`src/rtl/ais_pkg.sv`:
```
package ais_pkg;

	// ------------------------------------------------------------
	// Geometry and timing
	// ------------------------------------------------------------
	localparam int NCH = 8;
	localparam int CLK_PERIOD_NS = 10;
	localparam longint T_SLOT_NS = 1000000;
	localparam longint T_RETRY_NS = 1000000000;
	localparam int SLOT_CYCLES = int'(T_SLOT_NS / CLK_PERIOD_NS);
	localparam int RETRY_CYCLES = int'(T_RETRY_NS / CLK_PERIOD_NS);
	localparam int T_SLOW_STEP_MS = 50;
	localparam int T_FAST_STEP_MS = 1;
	localparam logic [5:0] RTD_PASSES = 6'(T_SLOW_STEP_MS / T_FAST_STEP_MS);

	// ------------------------------------------------------------
	// Register map (byte addresses)
	// ------------------------------------------------------------
	localparam logic [7:0] OFF_CFG0 = 8'h00;
	localparam logic [7:0] OFF_RES0 = 8'h20;
	localparam logic [7:0] OFF_STAT = 8'h40;
	localparam logic [7:0] OFF_IEN = 8'h44;
	localparam logic [7:0] OFF_ICLR = 8'h48;
	localparam logic [7:0] OFF_CTRL = 8'h4c;
	localparam logic [7:0] OFF_SHUNT = 8'h50;
	localparam logic [7:0] OFF_NCFG = 8'h54;

	// ------------------------------------------------------------
	// Fields and reset values
	// ------------------------------------------------------------
	localparam int CFG_MODE_LSB = 0;
	localparam int CFG_DIFF_BIT = 4;
	localparam int CFG_3W_BIT = 5;
	localparam int CTRL_RUN_BIT = 0;
	localparam int ST_PASS = 0;
	localparam int ST_SLOW = 1;
	localparam int ST_OVC = 2;
	localparam logic [5:0] RST_CFG = 6'h03;
	localparam logic RST_RUN = 1'b0;
	localparam logic [2:0] RST_IEN = 3'h0;

	// ------------------------------------------------------------
	// Result codes
	// ------------------------------------------------------------
	localparam logic [15:0] CODE_POS_FS = 16'h7ff8;
	localparam logic [15:0] CODE_NEG_FS = 16'h8008;
	localparam logic [15:0] CODE_OVF = 16'h7fff;
	localparam logic [15:0] CODE_ZERO = 16'h0000;
	localparam logic signed [12:0] RAW_FS = 13'h0fff;

	typedef enum logic [3:0] {
		M_UNUSED = 4'h0,
		M_U010 = 4'h1,
		M_U05 = 4'h2,
		M_B10 = 4'h3,
		M_B5 = 4'h4,
		M_I020 = 4'h5,
		M_I420 = 4'h6,
		M_RTD_W = 4'h7,
		M_RTD_N = 4'h8,
		M_DIG = 4'h9
	} ais_mode_t;

	typedef struct packed {
		logic psel;
		logic penable;
		logic pwrite;
		logic [7:0] paddr;
		logic [31:0] pwdata;
	} ais_apb_req_t;

	typedef struct packed {
		logic pready;
		logic [31:0] prdata;
		logic pslverr;
	} ais_apb_rsp_t;

endpackage

```
`src/rtl/ais_code.sv`:
```
`timescale 1ns/10ps
`default_nettype none

module ais_code (
	input wire logic [3:0] mode,
	input wire logic signed [12:0] raw,
	output logic [15:0] code
);

	logic [15:0] scaled;
	logic [15:0] mask;

	// ------------------------------------------------------------
	// Linear code with range resolution
	// ------------------------------------------------------------
	always_comb begin
		scaled = {raw, 3'h0};
		unique case (mode)
			ais_pkg::M_U010, ais_pkg::M_B10, ais_pkg::M_RTD_W: begin
				mask = 16'hfff0;
			end
			ais_pkg::M_U05, ais_pkg::M_B5, ais_pkg::M_RTD_N: begin
				mask = 16'hffe0;
			end
			default: begin
				mask = 16'hfff8;
			end
		endcase
		// full scale pinned to end codes
		if (raw >= ais_pkg::RAW_FS) begin
			code = ais_pkg::CODE_POS_FS;
		end else if (raw <= -ais_pkg::RAW_FS) begin
			code = ais_pkg::CODE_NEG_FS;
		end else begin
			code = scaled & mask;
		end
		if ((mode == ais_pkg::M_I020 || mode == ais_pkg::M_I420) &&
		    raw[12]) begin
			code = ais_pkg::CODE_ZERO;
		end
	end

endmodule

`default_nettype wire

```
`src/rtl/ais_seq.sv`:
```
// Design decisions made here: the register offsets and register access over APB.
`timescale 1ns/10ps
`default_nettype none

module ais_seq #(
	parameter int SLOT_CYCLES = ais_pkg::SLOT_CYCLES,
	parameter int RETRY_CYCLES = ais_pkg::RETRY_CYCLES
) (
	input wire logic CLK,
	input wire logic RST_B,
	input wire ais_pkg::ais_apb_req_t APB_REQ,
	output ais_pkg::ais_apb_rsp_t APB_RSP,
	input wire logic CONV_DONE,
	input wire logic signed [12:0] CONV_DATA,
	input wire logic CONV_OVER,
	input wire logic [7:0] DIG_IN,
	output logic CONV_START,
	output logic [2:0] MUX_CH,
	output logic [5:0] CH_CFG,
	output logic [7:0] SHUNT_EN,
	output logic IRQ
);

	typedef enum logic [1:0] {
		S_IDLE = 2'b00,
		S_CONV = 2'b01,
		S_HOLD = 2'b11,
		S_NEXT = 2'b10
	} ais_fsm_t;

	typedef struct packed {
		ais_pkg::ais_apb_rsp_t rsp;
		logic [7:0][5:0] cfg;
		logic [7:0][15:0] res;
		logic run;
		logic [7:0] shunt_off;
		logic [7:0] shunt_en;
		logic [2:0] st;
		logic [2:0] en;
		logic irq;
		ais_fsm_t fsm;
		logic [2:0] ch;
		logic [5:0] cfg_out;
		logic start;
		logic [31:0] slot;
		logic [31:0] retry;
		logic [5:0] rtd_div;
	} ais_state_t;

	localparam logic [31:0] SLOT_LOAD = 32'(SLOT_CYCLES - 2);
	localparam logic [31:0] RETRY_LOAD = 32'(RETRY_CYCLES - 1);
	localparam logic [5:0] RTD_LAST = ais_pkg::RTD_PASSES - 6'h1;

	ais_state_t s;
	ais_state_t n;
	logic [15:0] conv_code;
	logic [2:0] nxt;
	logic [2:0] first;
	logic [2:0] ev;
	logic [3:0] cur_mode;

	// ------------------------------------------------------------
	// Mode decoding
	// ------------------------------------------------------------
	function automatic logic is_analog(input logic [5:0] c);
		logic [3:0] m;
		m = c[ais_pkg::CFG_MODE_LSB +: 4];
		is_analog = (m >= 4'(ais_pkg::M_U010)) &&
		            (m <= 4'(ais_pkg::M_RTD_N));
	endfunction

	function automatic logic is_cur(input logic [5:0] c);
		logic [3:0] m;
		m = c[ais_pkg::CFG_MODE_LSB +: 4];
		is_cur = (m == 4'(ais_pkg::M_I020)) || (m == 4'(ais_pkg::M_I420));
	endfunction

	function automatic logic is_rtd(input logic [5:0] c);
		logic [3:0] m;
		m = c[ais_pkg::CFG_MODE_LSB +: 4];
		is_rtd = (m == 4'(ais_pkg::M_RTD_W)) || (m == 4'(ais_pkg::M_RTD_N));
	endfunction

	function automatic logic is_dig(input logic [5:0] c);
		is_dig = c[ais_pkg::CFG_MODE_LSB +: 4] == 4'(ais_pkg::M_DIG);
	endfunction

	// next configured channel above cur, wrapping
	function automatic logic [2:0] next_cfg(input logic [7:0][5:0] c,
	                                        input logic [2:0] cur);
		logic [2:0] k;
		logic found;
		next_cfg = cur;
		found = 1'b0;
		for (int i = 1; i <= ais_pkg::NCH; i++) begin
			k = 3'(int'(cur) + i);
			if (!found && is_analog(c[k])) begin
				next_cfg = k;
				found = 1'b1;
			end
		end
	endfunction

	function automatic logic [3:0] count_cfg(input logic [7:0][5:0] c);
		count_cfg = 4'h0;
		for (int i = 0; i < ais_pkg::NCH; i++) begin
			count_cfg = count_cfg + {3'h0, is_analog(c[i])};
		end
	endfunction

	// ------------------------------------------------------------
	// Conversion code
	// ------------------------------------------------------------
	assign cur_mode = s.cfg[s.ch][ais_pkg::CFG_MODE_LSB +: 4];

	ais_code u_code (
		.mode(cur_mode),
		.raw(CONV_DATA),
		.code(conv_code)
	);

	// ------------------------------------------------------------
	// Next state
	// ------------------------------------------------------------
	always_comb begin
		n = s;
		ev = 3'h0;
		n.start = 1'b0;
		n.rsp.pready = 1'b0;
		nxt = next_cfg(s.cfg, s.ch);
		first = next_cfg(s.cfg, 3'h7);

		// APB slave, one wait state
		if (APB_REQ.psel && APB_REQ.penable && !s.rsp.pready) begin
			n.rsp.pready = 1'b1;
			n.rsp.pslverr = 1'b0;
			n.rsp.prdata = 32'h0;
			if (APB_REQ.paddr[7:5] == ais_pkg::OFF_CFG0[7:5]) begin
				n.rsp.prdata = {26'h0, s.cfg[APB_REQ.paddr[4:2]]};
				if (APB_REQ.pwrite) begin
					n.cfg[APB_REQ.paddr[4:2]] = APB_REQ.pwdata[5:0];
				end
			end else if (APB_REQ.paddr[7:5] == ais_pkg::OFF_RES0[7:5]) begin
				n.rsp.prdata = {16'h0, s.res[APB_REQ.paddr[4:2]]};
			end else begin
				unique case (APB_REQ.paddr)
					ais_pkg::OFF_STAT: begin
						n.rsp.prdata = {29'h0, s.st};
					end
					ais_pkg::OFF_IEN: begin
						n.rsp.prdata = {29'h0, s.en};
						if (APB_REQ.pwrite) begin
							n.en = APB_REQ.pwdata[2:0];
						end
					end
					ais_pkg::OFF_ICLR: begin
						if (APB_REQ.pwrite) begin
							n.st = s.st & ~APB_REQ.pwdata[2:0];
						end
					end
					ais_pkg::OFF_CTRL: begin
						n.rsp.prdata = {31'h0, s.run};
						if (APB_REQ.pwrite) begin
							n.run = APB_REQ.pwdata[ais_pkg::CTRL_RUN_BIT];
						end
					end
					ais_pkg::OFF_SHUNT: begin
						n.rsp.prdata = {24'h0, s.shunt_off};
					end
					ais_pkg::OFF_NCFG: begin
						n.rsp.prdata = {28'h0, count_cfg(s.cfg)};
					end
					default: begin
						n.rsp.pslverr = 1'b1;
					end
				endcase
			end
		end

		// retry timer recloses every open shunt
		if (s.shunt_off == 8'h00) begin
			n.retry = RETRY_LOAD;
		end else if (s.retry == 32'h0) begin
			n.shunt_off = 8'h00;
			n.retry = RETRY_LOAD;
		end else begin
			n.retry = s.retry - 32'h1;
		end

		unique case (s.fsm)
			S_IDLE: begin
				if (s.run && count_cfg(s.cfg) != 4'h0) begin
					n.ch = first;
					n.start = 1'b1;
					n.slot = SLOT_LOAD;
					n.fsm = S_CONV;
				end
			end
			S_CONV: begin
				if (s.slot != 32'h0) begin
					n.slot = s.slot - 32'h1;
				end
				if (CONV_DONE) begin
					n.fsm = S_HOLD;
					if (is_cur(s.cfg[s.ch]) &&
					    (CONV_OVER || s.shunt_off[s.ch])) begin
						n.res[s.ch] = ais_pkg::CODE_OVF;
						if (CONV_OVER) begin
							n.shunt_off[s.ch] = 1'b1;
							ev[ais_pkg::ST_OVC] = 1'b1;
						end
					end else if (!is_rtd(s.cfg[s.ch]) ||
					             s.rtd_div == RTD_LAST) begin
						n.res[s.ch] = conv_code;
					end
				end
			end
			S_HOLD: begin
				// each analog channel holds one 1 ms slot
				if (s.slot == 32'h0) begin
					n.fsm = S_NEXT;
				end else begin
					n.slot = s.slot - 32'h1;
				end
			end
			S_NEXT: begin
				if (nxt <= s.ch) begin
					ev[ais_pkg::ST_PASS] = 1'b1;
					if (s.rtd_div == RTD_LAST) begin
						n.rtd_div = 6'h0;
						ev[ais_pkg::ST_SLOW] = 1'b1;
					end else begin
						n.rtd_div = s.rtd_div + 6'h1;
					end
				end
				if (s.run && count_cfg(s.cfg) != 4'h0) begin
					n.ch = nxt;
					n.start = 1'b1;
					n.slot = SLOT_LOAD;
					n.fsm = S_CONV;
				end else begin
					n.fsm = S_IDLE;
				end
			end
		endcase

		// Digital channels follow the comparator, no slot time
		for (int i = 0; i < ais_pkg::NCH; i++) begin
			if (is_dig(n.cfg[i])) begin
				n.res[i] = DIG_IN[i] ? ais_pkg::CODE_POS_FS :
				                       ais_pkg::CODE_ZERO;
			end
			if (!is_cur(n.cfg[i])) begin
				n.shunt_off[i] = 1'b0;
			end
			n.shunt_en[i] = is_cur(n.cfg[i]) && !n.shunt_off[i];
		end

		// Set beats a simultaneous clear
		n.st = n.st | ev;
		n.irq = |(n.st & n.en);
		n.cfg_out = n.cfg[n.ch];
	end

	// ------------------------------------------------------------
	// State register
	// ------------------------------------------------------------
	always_ff @(posedge CLK or negedge RST_B) begin
		if (!RST_B) begin
			s.rsp <= '0;
			s.cfg <= {ais_pkg::NCH{ais_pkg::RST_CFG}};
			s.res <= '0;
			s.run <= ais_pkg::RST_RUN;
			s.shunt_off <= 8'h00;
			s.shunt_en <= 8'h00;
			s.st <= 3'h0;
			s.en <= ais_pkg::RST_IEN;
			s.irq <= 1'b0;
			s.fsm <= S_IDLE;
			s.ch <= 3'h0;
			s.cfg_out <= ais_pkg::RST_CFG;
			s.start <= 1'b0;
			s.slot <= 32'h0;
			s.retry <= 32'h0;
			s.rtd_div <= 6'h0;
		end else begin
			s <= n;
		end
	end

	// ------------------------------------------------------------
	// Outputs
	// ------------------------------------------------------------
	assign APB_RSP = s.rsp;
	assign CONV_START = s.start;
	assign MUX_CH = s.ch;
	assign CH_CFG = s.cfg_out;
	assign SHUNT_EN = s.shunt_en;
	assign IRQ = s.irq;

endmodule

`default_nettype wire

```
`config.mk`:
```
export PLATFORM = sky130hd
export DESIGN_NAME = ais_seq
export DESIGN_NICKNAME = d
export VERILOG_FILES = /design/src/rtl/ais_pkg.sv /design/src/rtl/ais_code.sv /design/src/rtl/ais_seq.sv
export SDC_FILE = /design/constraint.sdc
export NUM_CORES = 1
export LEC_CHECK = 0
export BUFFER_PORTS_ARGS = -buffer_cell sky130_fd_sc_hd__buf_2
export CORE_ASPECT_RATIO = 0.5
export CORE_MARGIN = 10
export CORE_UTILIZATION = 30
export CTS_CLUSTER_DIAMETER = 100
export DETAILED_ROUTE_END_ITERATION = 16
export SLEW_MARGIN = 20
export SYNTH_ARGS = -nofsm -noshare
export SYNTH_HDL_FRONTEND = slang
export SYNTH_SLANG_ARGS = --single-unit
```
`constraint.sdc`:
```
create_clock -name CLK -period 8.05 [get_ports CLK]
set_clock_uncertainty 0.15 [all_clocks]
set_input_delay 2.415 -clock CLK [delete_from_list [all_inputs] [get_ports CLK]]
set_output_delay 2.415 -clock CLK [all_outputs]
set_load 0.02 [all_outputs]
```
==> results.py <==
metrics = {
    "outcome": {
        "status": "finished clean",
    },
    "job": {
        "drv_cap": 0,
    },
    "timing": {
        "fmaxAchievable_ghz": 0.1469,
        "worst_pin_slew_ns": 0.9799,
        "min_period_over_period": 0.8456,
        "setup_viol_count_final": 0,
        "fin_crit_ns": 6.807,
        "maxSlewViolCount": 0,
        "final.setup.tns_ns": 0,
        "rsz0062_at_grt": "no",
        "slew_headroom": 0.3468,
        "finalHoldViolCount": 0,
    },
    "yosys": {
        "synth_flop_cell": "dfrtp_1",
        "seq_area_frac_synth": 0.4403,
        "synth_top_cell_area_share": 0.4126,
        "syn_area_um2": 17100,
        "synth_commonest_cells": "dfrtp_1, nand2_1, a21oi_1, nor2_1, o21ai_0",
        "synth_most_common_cell": "dfrtp_1",
        "synth_edf_count": 0,
        "ys_top_cells_by_area": "dfrtp_1, mux4_2, a21oi_1",
        "async_reset_ff_frac": 1.000,
        "synth_area_per_cell_um2": 9.544,
        "yosysWarnings": 0,
        "yosysTopAreaCell": "dfrtp_1",
        "yosys_register_bits": 300,
        "syn_inst": 1792,
        "synth.distinct_cells": 77,
    },
    "grt": {
        "grt_max_degree": 123,
        "grt_pass1_wl_mm": 78.58,
        "grt_use_total": 0.1440,
        "grt_util_met1": 0.1890,
        "antenna_found_initial": 1,
        "grt_busiest_layer": "met2",
        "grtUsageMet3": 0.02482,
        "met2_usage": 0.2377,
        "grt_overflow_total": 0,
        "grt_pass1_vias": 13690,
    },
    "place": {
        "gp_congestion": 0.8561,
        "placed_area_um2": 18140,
        "post-dp-hpwl_mm": 34.85,
        "portBuffers": 78,
    },
    "setup_path": {
        "critPathMaxStageDelay_ns": 0.67,
        "worst_ep_required_time_ns": 8.25,
        "timing.rr.end": "CH_CFG[2]",
        "path_cells": "nor3_1 -> xor2_1 -> fa_1 -> inv_1 -> fa_1 -> inv_1 -> fa_1 -> inv_1 -> ha_1 -> inv_1 -> fa_1 -> nor2b_1 -> a21oi_1 -> o31ai_1 -> or2_2 -> clkinv_1 -> buf_4 -> o21ai_0 -> a311oi_4 -> buf_4 -> mux2i_1 -> nor2_1 -> a211oi_1 -> a21oi_1",
        "cp_num_buf_inv": 7,
        "cp-start-kind": "flop",
        "r2r_start": "s[242]",
        "path_class": "flop to flop",
        "cp.depth": 24,
        "reg2regPathDepth": 24,
        "worstSetupEndpointType": "flop",
        "path_delay_family": "adder cells",
        "cp.arrival_ns": 7.01,
        "r2r_slack_ns": 1.24,
        "cp_slowest_cell": "a311oi_4",
        "cp_max_fo": 25,
    },
    "cts": {
        "cts_root_buf": "clkbuf_16",
        "htree_levels": 2,
        "cts_hold_buf": 0,
        "cts.clk_slew.worst_paths_ns": 0.06,
        "cts_tree": "built",
        "insertion_delay_ns": 0.54,
        "post-cts-setup-buffers": 0,
        "cts.path.max_buffers": 3,
        "cts_resized": 0,
        "clock_sinks": 300,
        "cts_buffers": 34,
    },
    "detailed_routing": {
        "ant_nets": 0,
        "num_vias": 13590,
        "wl_mm": 49.58,
        "drt_iter0_markers": 1142,
        "drt_pass1_iterations": 5,
        "route.detailed.drc": 0,
        "vias_per_cell": 5.205,
        "routedWlPerCell_um": 18.99,
    },
    "die": {
        "core_um2": 55940,
        "die_w_um": 357.7,
        "rows": 61,
        "die_height_um": 188.8,
        "pin_count": 121,
        "dieArea_um2": 67540,
        "start_util": 0.3057,
    },
    "power_and_ir_drop": {
        "p_int_mw": 3.270,
        "swShare": 0.3434,
        "combPwrFrac": 0.307,
        "p_clk_frac": 0.324,
        "max-vdd-ir-drop_uv": 126.6,
        "p_sw_mw": 1.710,
        "p_per_area_nw_per_um2": 258.2,
        "p_seq_frac": 0.370,
        "power_leakage_nw": 8.601,
    },
    "finish": {
        "nNetsFinal": 1919,
        "syn2layout_area_growth_pct": 12.79,
        "drive_gt1_frac": 0.1682,
        "stdcell_area_um2": 19290,
        "diodes": 0,
    },
    "hold_path": {
        "holdPathEnd": "s[6]",
        "holdPathStages": 1,
        "min_from": "s[6]",
        "hp-class": "flop to flop",
    },
}
[registers in the layout (all words and copies together) (netlist names)]
register and flops:
IRQ 1, APB_RSP 18, CH_CFG 6, SHUNT_EN 8
MUX_CH 3, CONV_START 1, s 263
[per-layer routing]
metal  vias up  share of wire
li1       6334              -
met1      6677           0.43
met2       474           0.47
met3       102          0.064
met4         2          0.030
met5         -        0.00026
[how the worst max path moves through the flow]
stage / end / start / slack (ns)
after floorplan: CH_CFG[5] / s[242] / 2.22
after global placement: CH_CFG[2] / s[260] / 1.31
after detailed placement: CH_CFG[2] / s[242] / 1.31
after CTS: CH_CFG[2] / s[242] / 1.28
after global routing: CH_CFG[2] / s[242] / 0.84
final: CH_CFG[2] / s[242] / 1.24
[per-stage QoR]
step	power, mW	std cells	hold WS, ns	utilization	worst slack (ns)
2_1_floorplan	2.998	1807	0.2998	-	2.222
3_3_place_gp	3.353	2550	0.3132	0.3243	1.310
3_5_place_dp	3.378	2550	0.3182	0.3243	1.305
4_1_cts	5.002	2611	0.3295	0.3447	1.280
5_1_grt	5.276	2611	0.3575	0.3448	0.8373
6_report	4.980	2611	0.3278	0.3448	1.243
[cell type report]
class | instances | area [µm²]
multi-input combinational | 1309 | 8702
fill | 5697 | 36660
tap | 756 | 945.9
clock inverter | 6 | 123.9
timing repair buffer | 118 | 715.7
inverter | 67 | 251.5
clock buffer | 55 | 1021
sequential | 300 | 7530
[power groups by stage]
stage	registers, mW	logic, mW	clock network [mW]
2_1_floorplan	1.82	1.18	0
3_3_place_gp	1.86	1.50	0
3_5_place_dp	1.86	1.52	0
4_1_cts	1.84	1.52	1.64
5_1_grt	1.87	1.70	1.71
6_report	1.84	1.53	1.61
[layout by cell type, fill, tap and decap left out, types with 6 or more instances in the layout]
| cell | n |
|---|---|
| dfrtp_1 | 282 |
| mux2i_1 | 67 |
| nor2_1 | 187 |
| dfstp_2 | 18 |
| nor2b_1 | 25 |
| nand2b_1 | 13 |
| inv_1 | 66 |
| clkbuf_16 | 35 |
| nand2_1 | 252 |
| nand4_1 | 8 |
| xor2_1 | 27 |
| a21oi_1 | 190 |
| mux4_2 | 63 |
| or4_1 | 7 |
| buf_2 | 76 |
| or2_2 | 7 |
| or3_1 | 14 |
| clkbuf_8 | 7 |
| nor3_1 | 36 |
| mux2_2 | 43 |
| nor4_1 | 28 |
| o22ai_1 | 7 |
| clkbuf_1 | 13 |
| a22oi_1 | 10 |
| xnor2_1 | 42 |
| conb_1 | 16 |
| ha_1 | 17 |
| o21ai_0 | 101 |
| o311ai_0 | 6 |
| buf_4 | 40 |
| nand3_1 | 45 |
[kinds of logic (layout without fill, tap and decap cells)]
logic type      after synthesis  in the layout  synth area share
simple gates                655            655            0.1743
xor+xnor                     70             70           0.03629
compound gates              373            373            0.1248
other cells                   1             16         0.0002193
mux                         174            174            0.1511
fa+ha+maj                    21             21           0.01712
flops                       300            300            0.4403
buf+inv                     198            246           0.05589
No activity file was read; power rests on OpenSTA's default activity.
